## src/design/tccp_defs.svh

```systemverilog
/*
 * Constants of the timer channel capture/compare/PWM block: register
 * offsets, control bit positions, reset values and field codes.
 * Assumes it is included by bare name from the package and the modules.
 */
`ifndef TCCP_DEFS_SVH
`define TCCP_DEFS_SVH

// channel count and address decode
`define TCCP_NUM_CH        6
`define TCCP_CH_LAST       3'h5
`define TCCP_ADDR_TOP_ZERO 3'h0
`define TCCP_SUB_CTRL      2'h0
`define TCCP_SUB_VAL_HIGH  2'h1
`define TCCP_SUB_VAL_LOW   2'h2

// channel control/status bit positions
`define TCCP_BIT_FLAG      7
`define TCCP_BIT_IRQ_EN    6
`define TCCP_BIT_BUF_MODE  5
`define TCCP_BIT_MODE_A    4
`define TCCP_BIT_ELS_HI    3
`define TCCP_BIT_ELS_LO    2
`define TCCP_BIT_OVF_TGL   1
`define TCCP_BIT_FULL_DUTY 0

// channels that own a buffered-mode bit (0, 2 and 4)
`define TCCP_BUF_CAPABLE   6'h15

// edge/level select codes
`define TCCP_ELS_OFF       2'h0
`define TCCP_ELS_TOGGLE    2'h1
`define TCCP_ELS_CLEAR     2'h2
`define TCCP_ELS_SET       2'h3

// reset values
`define TCCP_RST_BITS      6'h00
`define TCCP_RST_VALUE     16'h0000
`define TCCP_RST_BYTE      8'h00

`endif

```

## src/design/tccp_pkg.sv

```systemverilog
/*
 * Types shared by the channel controller and its per-channel logic.
 * Assumes tccp_defs.svh is on the include path.
 */
`include "tccp_defs.svh"

package tccp_pkg;

    typedef enum logic [1:0] {
        TCCP_MODE_PRESET   = 2'h0,
        TCCP_MODE_CAPTURE  = 2'h1,
        TCCP_MODE_COMPARE  = 2'h2,
        TCCP_MODE_BUFFERED = 2'h3
    } tccp_mode_type;

    typedef struct packed {
        logic [`TCCP_NUM_CH-1:0]       flag;
        logic [`TCCP_NUM_CH-1:0]       irq_en;
        logic [`TCCP_NUM_CH-1:0]       buf_mode;
        logic [`TCCP_NUM_CH-1:0]       mode_a;
        logic [`TCCP_NUM_CH-1:0]       els_hi;
        logic [`TCCP_NUM_CH-1:0]       els_lo;
        logic [`TCCP_NUM_CH-1:0]       ovf_tgl;
        logic [`TCCP_NUM_CH-1:0]       full_duty;
        logic [`TCCP_NUM_CH-1:0]       armed;
        logic [`TCCP_NUM_CH-1:0]       cmp_hold;
        logic [`TCCP_NUM_CH-1:0]       cap_hold;
        logic [`TCCP_NUM_CH-1:0]       phase;
        logic [`TCCP_NUM_CH-1:0][15:0] value;
        logic [7:0]                    rdata;
    } tccp_state_type;

    typedef struct packed {
        logic pin_prev;
        logic out_level;
        logic full_act;
    } tccp_chan_state_type;

endpackage : tccp_pkg

```

## src/design/tccp_chan.sv

```systemverilog
/*
 * One timer channel: edge detection for capture, compare match, pin
 * action on match and on counter wrap, and forced full duty.
 * Assumes the controller hands it the effective mode, the compare value
 * already chosen for buffered mode, and the inhibit conditions.
 */
`include "tccp_defs.svh"

module tccp_chan
    import tccp_pkg::*;
(
    input  wire logic          clk_sys,
    input  wire logic          sys_rst,
    input  wire tccp_mode_type mode,
    input  wire logic [1:0]    els,
    input  wire logic          mode_a,
    input  wire logic          ovf_tgl,
    input  wire logic          full_duty,
    input  wire logic [15:0]   counter_value,
    input  wire logic [15:0]   compare_value,
    input  wire logic          counter_wrap,
    input  wire logic          cap_inhibit,
    input  wire logic          cmp_inhibit,
    input  wire logic          pin_in,
    output logic               event_pulse,
    output logic               pin_out,
    output logic               pin_oe
);

    tccp_chan_state_type s_q;
    tccp_chan_state_type s_d;
    logic                rise;
    logic                fall;
    logic                match;
    logic                is_cmp;

    assign rise   = pin_in & ~s_q.pin_prev;
    assign fall   = ~pin_in & s_q.pin_prev;
    assign is_cmp = (mode == TCCP_MODE_COMPARE)
                  | (mode == TCCP_MODE_BUFFERED);
    assign match  = is_cmp & ~cmp_inhibit
                  & (counter_value == compare_value);

    always_comb
    begin
        s_d          = s_q;
        s_d.pin_prev = pin_in;
        event_pulse  = 1'b0;
        unique case (mode)
            TCCP_MODE_PRESET:
            begin
                // preset level waits under port control
                s_d.out_level = ~mode_a;
            end
            TCCP_MODE_CAPTURE:
            begin
                if (!cap_inhibit)
                begin
                    unique case (els)
                        `TCCP_ELS_TOGGLE: event_pulse = rise;
                        `TCCP_ELS_CLEAR:  event_pulse = fall;
                        `TCCP_ELS_SET:    event_pulse = rise | fall;
                        `TCCP_ELS_OFF:    event_pulse = 1'b0;
                    endcase
                end
                // edge raises the event; overflow toggle ignored
            end
            TCCP_MODE_COMPARE, TCCP_MODE_BUFFERED:
            begin
                event_pulse = match;
                if (counter_wrap)
                begin
                    // full duty only changes on a period boundary
                    s_d.full_act = full_duty;
                end
                if (counter_wrap && ovf_tgl)
                begin
                    // wrap beats a same-cycle match
                    s_d.out_level = ~s_q.out_level;
                end
                else if (match)
                begin
                    unique case (els)
                        `TCCP_ELS_TOGGLE: s_d.out_level = ~s_q.out_level;
                        `TCCP_ELS_CLEAR:  s_d.out_level = 1'b0;
                        `TCCP_ELS_SET:    s_d.out_level = 1'b1;
                        `TCCP_ELS_OFF:    s_d.out_level = s_q.out_level;
                    endcase
                end
            end
        endcase
    end

    always_ff @(posedge clk_sys)
    begin
        if (sys_rst)
        begin
            s_q <= '0;
        end
        else
        begin
            s_q <= s_d;
        end
    end

    // clear-on-compare with overflow toggle is polarity 1: full is high
    assign pin_out = (s_q.full_act && ovf_tgl
                      && els == `TCCP_ELS_CLEAR)
                   ? 1'b1 : s_q.out_level;
    assign pin_oe  = is_cmp & (els != `TCCP_ELS_OFF);

endmodule // tccp_chan

```

## src/design/tccp_top.sv

```systemverilog
/*
 * Control and status logic for six capture/compare/PWM channels of a
 * 16-bit timer: channel control registers, channel value registers,
 * event flags with two-step clear, buffered pairing and pin ownership.
 * Assumes an external counter supplies its value, a one-cycle wrap
 * pulse at the modulo value and the halt level; all inputs synchronous.
 */
//
// Behaviour
// - capture channel sets its flag on the selected pin edge
// - compare channel sets its flag when counter equals compare value
// - flag clears by reading status with flag set, then writing zero
// - an event between read and zero write keeps the flag set
// - writing one to the flag does nothing; reset clears it
// - interrupt request only when enable and flag are both one
// - buffered-mode bit exists only on channels 0, 2 and 4
// - buffered even channel disables odd partner register and its pin
// - with edge select nonzero, mode bit A picks capture or compare
// - with edge select zero, mode bit A presets level: one low
// - capture edge: 01 rising, 10 falling, 11 either
// - compare action: 00 none, 01 toggle, 10 clear, 11 set
// - buffered mode ignores mode bit A, same pin actions
// - edge select zero releases the pin to general I/O
// - reset clears mode, edge select and overflow toggle bits
// - overflow toggles compare pin; no effect in capture mode
// - overflow toggle wins over a simultaneous compare
// - full-duty bit forces 100% with overflow toggle and clear action
// - full-duty change takes effect from the next period
// - 100% is high for polarity one, low for zero; the code forces only the high level, with clear action, and never forces low
// - overflow is the counter reaching modulo, then restart at zero
// - high byte write holds compares, high byte read holds captures
// - captures are held off while the counter is halted
//
`include "tccp_defs.svh"

module tccp_top
    import tccp_pkg::*;
(
    input  wire logic                    clk_sys,
    input  wire logic                    sys_rst,
    input  wire logic [7:0]              reg_addr,
    input  wire logic [7:0]              reg_wdata,
    input  wire logic                    reg_wr,
    input  wire logic                    reg_rd,
    output logic      [7:0]              reg_rdata,
    input  wire logic [15:0]             counter_value,
    input  wire logic                    counter_wrap,
    input  wire logic                    counter_halt,
    input  wire logic [`TCCP_NUM_CH-1:0] channel_pin_in,
    output logic      [`TCCP_NUM_CH-1:0] channel_pin_out,
    output logic      [`TCCP_NUM_CH-1:0] channel_pin_oe,
    output logic      [`TCCP_NUM_CH-1:0] chan_irq
);

    tccp_state_type                  s_q;
    tccp_state_type                  s_d;
    tccp_mode_type                   mode     [`TCCP_NUM_CH];
    logic [`TCCP_NUM_CH-1:0]         disabled;
    logic [`TCCP_NUM_CH-1:0]         buf_cap;
    logic [`TCCP_NUM_CH-1:0]         ev;
    logic [`TCCP_NUM_CH-1:0]         is_cap;
    logic [`TCCP_NUM_CH-1:0][15:0]   cmp_val;
    logic [2:0]                      ch;
    logic [1:0]                      sub;
    logic                            hit;

    // a macro literal cannot be bit-selected, so give it a net
    assign buf_cap = `TCCP_BUF_CAPABLE;
    assign ch  = reg_addr[4:2];
    assign sub = reg_addr[1:0];
    assign hit = (reg_addr[7:5] == `TCCP_ADDR_TOP_ZERO)
               && (ch <= `TCCP_CH_LAST);

    genvar gi;
    generate
        for (gi = 0; gi < `TCCP_NUM_CH; gi++)
        begin : g_ch
            logic [1:0] els;
            assign els = {s_q.els_hi[gi], s_q.els_lo[gi]};

            if (gi % 2 == 1)
            begin : g_odd
                // partner's buffered bit takes this channel away
                assign disabled[gi] = s_q.buf_mode[gi-1];
            end
            else
            begin : g_even
                assign disabled[gi] = 1'b0;
            end

            always_comb
            begin
                if (disabled[gi] || els == `TCCP_ELS_OFF)
                begin
                    mode[gi] = TCCP_MODE_PRESET;
                end
                else if (s_q.buf_mode[gi])
                begin
                    mode[gi] = TCCP_MODE_BUFFERED;
                end
                else if (s_q.mode_a[gi])
                begin
                    mode[gi] = TCCP_MODE_COMPARE;
                end
                else
                begin
                    mode[gi] = TCCP_MODE_CAPTURE;
                end
            end

            assign is_cap[gi] = (mode[gi] == TCCP_MODE_CAPTURE);

            if (gi % 2 == 0)
            begin : g_sel
                // alternate active register so updates land glitch-free
                assign cmp_val[gi] = (s_q.buf_mode[gi] && s_q.phase[gi])
                                   ? s_q.value[gi+1]
                                   : s_q.value[gi];
            end
            else
            begin : g_nosel
                assign cmp_val[gi] = s_q.value[gi];
            end

            tccp_chan u_chan (
                .clk_sys       (clk_sys),
                .sys_rst       (sys_rst),
                .mode          (mode[gi]),
                .els           (els),
                .mode_a        (s_q.mode_a[gi]),
                .ovf_tgl       (s_q.ovf_tgl[gi]),
                .full_duty     (s_q.full_duty[gi]),
                .counter_value (counter_value),
                .compare_value (cmp_val[gi]),
                .counter_wrap  (counter_wrap),
                .cap_inhibit   (s_q.cap_hold[gi] | counter_halt),
                .cmp_inhibit   (s_q.cmp_hold[gi]),
                .pin_in        (channel_pin_in[gi]),
                .event_pulse   (ev[gi]),
                .pin_out       (channel_pin_out[gi]),
                .pin_oe        (channel_pin_oe[gi])
            );
        end
    endgenerate

    always_comb
    begin
        s_d       = s_q;
        s_d.rdata = `TCCP_RST_BYTE;

        // buffered pairs swap active register at each wrap
        if (counter_wrap)
        begin
            s_d.phase = s_q.phase ^ (s_q.buf_mode
                                     & `TCCP_BUF_CAPABLE);
        end

        // a capture loads the counter into the channel value
        for (int i = 0; i < `TCCP_NUM_CH; i++)
        begin
            if (ev[i] && is_cap[i])
            begin
                s_d.value[i] = counter_value;
            end
        end

        if (reg_rd && hit)
        begin
            unique case (sub)
                `TCCP_SUB_CTRL:
                begin
                    if (!disabled[ch])
                    begin
                        s_d.rdata[`TCCP_BIT_FLAG]      = s_q.flag[ch];
                        s_d.rdata[`TCCP_BIT_IRQ_EN]    = s_q.irq_en[ch];
                        s_d.rdata[`TCCP_BIT_BUF_MODE]  = s_q.buf_mode[ch];
                        s_d.rdata[`TCCP_BIT_MODE_A]    = s_q.mode_a[ch];
                        s_d.rdata[`TCCP_BIT_ELS_HI]    = s_q.els_hi[ch];
                        s_d.rdata[`TCCP_BIT_ELS_LO]    = s_q.els_lo[ch];
                        s_d.rdata[`TCCP_BIT_OVF_TGL]   = s_q.ovf_tgl[ch];
                        s_d.rdata[`TCCP_BIT_FULL_DUTY] = s_q.full_duty[ch];
                        if (s_q.flag[ch])
                        begin
                            s_d.armed[ch] = 1'b1;
                        end
                    end
                end
                `TCCP_SUB_VAL_HIGH:
                begin
                    s_d.rdata = s_q.value[ch][15:8];
                    if (is_cap[ch])
                    begin
                        s_d.cap_hold[ch] = 1'b1;
                    end
                end
                `TCCP_SUB_VAL_LOW:
                begin
                    s_d.rdata        = s_q.value[ch][7:0];
                    s_d.cap_hold[ch] = 1'b0;
                end
                default:
                begin
                    s_d.rdata = `TCCP_RST_BYTE;
                end
            endcase
        end

        if (reg_wr && hit)
        begin
            unique case (sub)
                `TCCP_SUB_CTRL:
                begin
                    // a disabled odd register swallows writes
                    if (!disabled[ch])
                    begin
                        s_d.irq_en[ch]    = reg_wdata[`TCCP_BIT_IRQ_EN];
                        s_d.mode_a[ch]    = reg_wdata[`TCCP_BIT_MODE_A];
                        s_d.els_hi[ch]    = reg_wdata[`TCCP_BIT_ELS_HI];
                        s_d.els_lo[ch]    = reg_wdata[`TCCP_BIT_ELS_LO];
                        s_d.ovf_tgl[ch]   = reg_wdata[`TCCP_BIT_OVF_TGL];
                        s_d.full_duty[ch] = reg_wdata[`TCCP_BIT_FULL_DUTY];
                        s_d.buf_mode[ch]  = reg_wdata[`TCCP_BIT_BUF_MODE]
                                          & buf_cap[ch];
                        // only a zero after an armed read clears
                        if (!reg_wdata[`TCCP_BIT_FLAG] && s_q.armed[ch])
                        begin
                            s_d.flag[ch]  = 1'b0;
                            s_d.armed[ch] = 1'b0;
                        end
                    end
                end
                `TCCP_SUB_VAL_HIGH:
                begin
                    s_d.value[ch][15:8] = reg_wdata;
                    if (!is_cap[ch])
                    begin
                        s_d.cmp_hold[ch] = 1'b1;
                    end
                end
                `TCCP_SUB_VAL_LOW:
                begin
                    s_d.value[ch][7:0] = reg_wdata;
                    s_d.cmp_hold[ch]   = 1'b0;
                end
                default:
                begin
                    s_d.cmp_hold = s_q.cmp_hold;
                end
            endcase
        end

        // events come last so a same-cycle set beats the clear
        for (int i = 0; i < `TCCP_NUM_CH; i++)
        begin
            if (ev[i])
            begin
                s_d.flag[i]  = 1'b1;
                s_d.armed[i] = 1'b0;
            end
        end
    end

    always_ff @(posedge clk_sys)
    begin
        if (sys_rst)
        begin
            s_q           <= '0;
            s_q.flag      <= `TCCP_RST_BITS;
            s_q.irq_en    <= `TCCP_RST_BITS;
            s_q.buf_mode  <= `TCCP_RST_BITS;
            s_q.mode_a    <= `TCCP_RST_BITS;
            s_q.els_hi    <= `TCCP_RST_BITS;
            s_q.els_lo    <= `TCCP_RST_BITS;
            s_q.ovf_tgl   <= `TCCP_RST_BITS;
            s_q.rdata     <= `TCCP_RST_BYTE;
        end
        else
        begin
            s_q <= s_d;
        end
    end

    assign reg_rdata = s_q.rdata;
    // odd partner of a buffered pair never requests
    assign chan_irq  = s_q.irq_en & s_q.flag & ~disabled;

endmodule // tccp_top

```

## config.mk

```make
export PLATFORM = sky130hd
export DESIGN_NAME = tccp_top
export DESIGN_NICKNAME = d
export VERILOG_FILES = /design/src/design/tccp_pkg.sv /design/src/design/tccp_chan.sv /design/src/design/tccp_top.sv
export VERILOG_INCLUDE_DIRS = /design/src /design/src/design
export SDC_FILE = /design/constraint.sdc
export NUM_CORES = 1
export LEC_CHECK = 0
export BUFFER_PORTS_ARGS = -buffer_cell sky130_fd_sc_hd__buf_4
export CORE_UTILIZATION = 50
export CTS_CLUSTER_SIZE = 14
export DETAILED_ROUTE_END_ITERATION = 8
export GPL_ROUTABILITY_DRIVEN = 0
export PLACE_DENSITY = 0.69
export SLEW_MARGIN = 30
export SYNTH_ARGS = -nofsm -noshare
export SYNTH_HDL_FRONTEND = slang
export SYNTH_SLANG_ARGS = --single-unit
export TNS_END_PERCENT = 5
```

## constraint.sdc

```tcl
create_clock -name clk_sys -period 2.6 [get_ports clk_sys]
set_input_delay 0.26 -clock clk_sys [delete_from_list [all_inputs] [get_ports clk_sys]]
set_output_delay 0.26 -clock clk_sys [all_outputs]
set_load 0.02 [all_outputs]
```

==> summary.md <==
| Metric | Value |
|---|---|
| Slowest-stage cell, CP | a2111oi_4 |
| Ranking of synthesized cells by area | dfxtp_1 32%, mux2i_1 14%, nor2_1 5.9% |
| Clock Skews | 0.01029 ns |
| R2r worst-path depth | 9 |
| EDFF count, synth | 0 |
| Pleak | 5.281 nW |
| WHS Path Cells | 3 |
| Largest net degree at the start of global routing | 92 |
| Max Fclk | 405.7 MHz |
| Crit. path cell count | 9 |
| Remaining antenna violation count after routing | 0 |
| Per-cell routed wire length | 23.85 um |
| Iter 0 DRT Violations | 1,368 |
| DRC viols | 0 |
| First-pass DRT Iterations | 6 |
| Inserted Diodes | 0 |
| Crit path launch type | flip-flop |
| Slew Viols, Final | 0 |
| Global-route usage over all layers | 34.72% |
| Core Area | 0.02340 mm2 |
| Dpl ws | 0.1152 ns |
| Vias in the first global route | 10,599 |
| # H-tree levels | 4 |
| Slew HR | 52.57% |
| Max-cap violations | 0 |
| Routed WL | 41.64 mm |
| DIE AREA | 0.02446 mm2 |
| XOR/XNOR Fraction of Synth Area | 7.054% |
| Min Tclk post-route | 2.465 ns |
| Clock-pin slew on the worst setup and hold paths | 0.08 ns |
| CTS root buf | clkbuf_16 |
| Starting Density | 50.94% |
| Actual slew at the worst max-slew pin | 0.7049 ns |
| Final TNS setup | 0 ns |
| Buf/Inv on CP | 2 |
| Ratio of routed vias to standard cells | 6.420 |
| Met2 usage | 53.42% |
| Tightest Hold Check Type | in2reg |
| Clock sinks | 191 |
| Worst-skew pair later-pin latency | 0.44 ns |
| Die Y | 156.4 um |
| Ports | 70 |
| Yosys top cell area share | 32.08% |
| Crit-path leading delay family | compound AO/OA/AOI/OAI gates |
| CP Max Fanout | 13 |
| Mux share of post-synthesis cell area | 16.05% |
| Cell Int Power | 4.534 mW |
| Worst path cell trace | ha_1 > buf_12 > mux2i_1 > xnor2_1 > nand4_1 > a2111oi_4 > buf_4 > o32ai_1 > a221oi_1 |
| Detailed placer's ending HPWL | 29.46 mm |
| Fillers | 2,159 |
| Post-Synth Simple-Gate Area | 16.00% |
| Final nets | 1,477 |
| RSZ-0062 raised after global routing | false |
| Commonest cells after routing, fill and taps aside | 191 x dfxtp_1, 188 x nor2_1, 163 x mux2i_1 |
| Global-route wire length before repair | 63.38 mm |
| Biggest area consumer among synthesized cells | dfxtp_1 |
| Row count | 56 |
| Total grt overflow | 0 |
| Net Sw Power | 1.672 mW |
| Area Overhead vs Synth | 13.11% |
| Netlist cell types | 77 |
| Final-report hold violation count | 0 |
| Post-synthesis compound-gate area fraction | 20.68% |
| Share of the yosys chip area belonging to registers | 32.08% |
| Critical path arrival | 2.81 ns |
| M1 GR Usage | 45.32% |
| Initial antenna violation count | 0 |
| Crit end category | flip-flop |
| Largest family of logic cells by synthesized area | compound AO/OA/AOI/OAI gates |
| Required time of the critical path | 2.94 ns |
| Met3 usage | 7.089% |
| Mapped Cells | 1,373 |
| Reg power frac | 47.4% |
| Syn Area/Cell | 8.682 um2 |
| Ys Warns | 0 |
| Vias | 11,210 |
| Maximum vdd drop | 0.4000 mV |
| Cell Pwr Density | 460.3 mW/mm2 |
| Mapped Area | 0.01192 mm2 |
| Final worst slack | 0.1350 ns |
| Final setup viols | 0 |
| Most crowded layer after global routing | met2 |
| Fin util | 57.61% |
| Num CTS Buffers | 17 |
| Synthesized Nets | 1,436 |
| Worst setup path class | reg2reg |
| Worst path max stage delay | 0.38 ns |
| CTS tree | yes |
| Clk pwr share | 42.7% |
| Layout cell share with drive strength beyond 1 | 16.68% |
| Adder-cell share of the synthesized area | 1.994% |
| Die W | 156.4 um |
| Commonest non-fill, non-tap cell in the layout | dfxtp_1 |
| Period utilisation layout | 94.81% |
| IO Port Bufs | 69 |
| Ys flop type | dfxtp_1 |
| Logic gate share of total power | 9.9% |
| Clock Path Buffers | 2 |
| Min Hold Slack | 0.05637 ns |
| Post-CTS Setup Repair Bufs | 0 |
| Run status | finished clean |
| Ys async rst share | 0% |
| #FFs+latches synth | 191 |
| Net switching fraction of the power | 26.94% |
==> per-layer routing <==
layer  part of all wire (%)  wire, um
met5                      0         0
met4                    6.0      2508
met3                     11      4454
met2                     43     17930
met1                     40     16750
==> kinds of logic after synthesis <==
family,after synthesis
AOI/OAI and AO/OA,320
xor gates and xnor gates,96
adders and majority gates,19
buffers and inverters,160
DFF,191
muxes,185
and+or+nand+nor,402
==> power groups by stage <==
stage,logic [mW],clock network (mW),registers (mW)
after global routing,0.637,2.79,2.94
after floorplan,0.348,0,3.01
final,0.613,2.65,2.94
after CTS,0.593,2.66,2.94
after detailed placement,0.590,0,3.01
after global placement,0.587,0,3.01
==> worst min-delay path: cells and delay by family <==
| kind | cells | cell delay, ns |
|---|---|---|
| buf+inv | 2 | 0.13 |
| simple gates | 1 | 0.08 |
==> synthesized netlist by cell type, types with 6 or more instances <==
library cell / number
dfxtp_1: 191
nor2_1: 188
mux2i_1: 163
nand2_1: 86
a2bb2oi_1: 74
xor2_1: 65
a22oi_1: 58
clkbuf_1: 58
a21oi_1: 53
inv_1: 36
xnor2_1: 31
buf_2: 25
buf_4: 25
nand3_1: 25
ha_1: 19
mux2_2: 19
o211ai_1: 17
nor3_1: 16
buf_1: 15
nand4_1: 14
a31oi_1: 13
o21ai_0: 13
nor4_1: 12
a211oi_1: 9
a21oi_2: 9
and2_1: 9
nor2b_1: 7
a221o_1: 6
a41oi_1: 6
nand2b_1: 6
==> through the flow <==
stage | total power, mW | cells | cell area [um2]
floorplan | 3.357 | 1373 | 11920
global placement | 3.599 | 1714 | 12880
detailed placement | 3.603 | 1714 | 12880
CTS | 6.193 | 1746 | 13460
global route | 6.374 | 1746 | 13480
finish | 6.206 | 1746 | 13480
==> cell type report <==
class | count | area (um2) | area share (%)
multi-input combinational | 1022 | 7397 | 54.86
sequential | 191 | 3824 | 28.36
inverter | 36 | 135.1 | 1.002
clock inverter | 10 | 103.9 | 0.7702
timing repair buffer | 146 | 1150 | 8.528
tap | 319 | 399.1 | 2.960
clock buffer | 22 | 474.2 | 3.517
==> repair_timing <==
| item | CTS | global route |
|---|---|---|
| resized for setup | 0 | 3 |
| hold buffers | 0 | 0 |
| setup endpoints to repair | 0 | 3 |
==> path summary, 6_finish.rpt <==
kind                                           start                            endpoint  slack (ns)
hold / removal                     channel_pin_in[2]    g_ch[2].u_chan.s_q[2]$_SDFF_PP0_        0.06
hold reg to reg   g_ch[5].u_chan.s_q[0]$_SDFFE_PP0P_  g_ch[5].u_chan.s_q[0]$_SDFFE_PP0P_        0.46
setup / recovery               s_q[106]$_SDFFE_PP0P_  g_ch[2].u_chan.s_q[1]$_SDFFE_PP0P_        0.14
setup reg to reg               s_q[106]$_SDFFE_PP0P_  g_ch[2].u_chan.s_q[1]$_SDFFE_PP0P_        0.14
(Power assumes the default switching activity.)
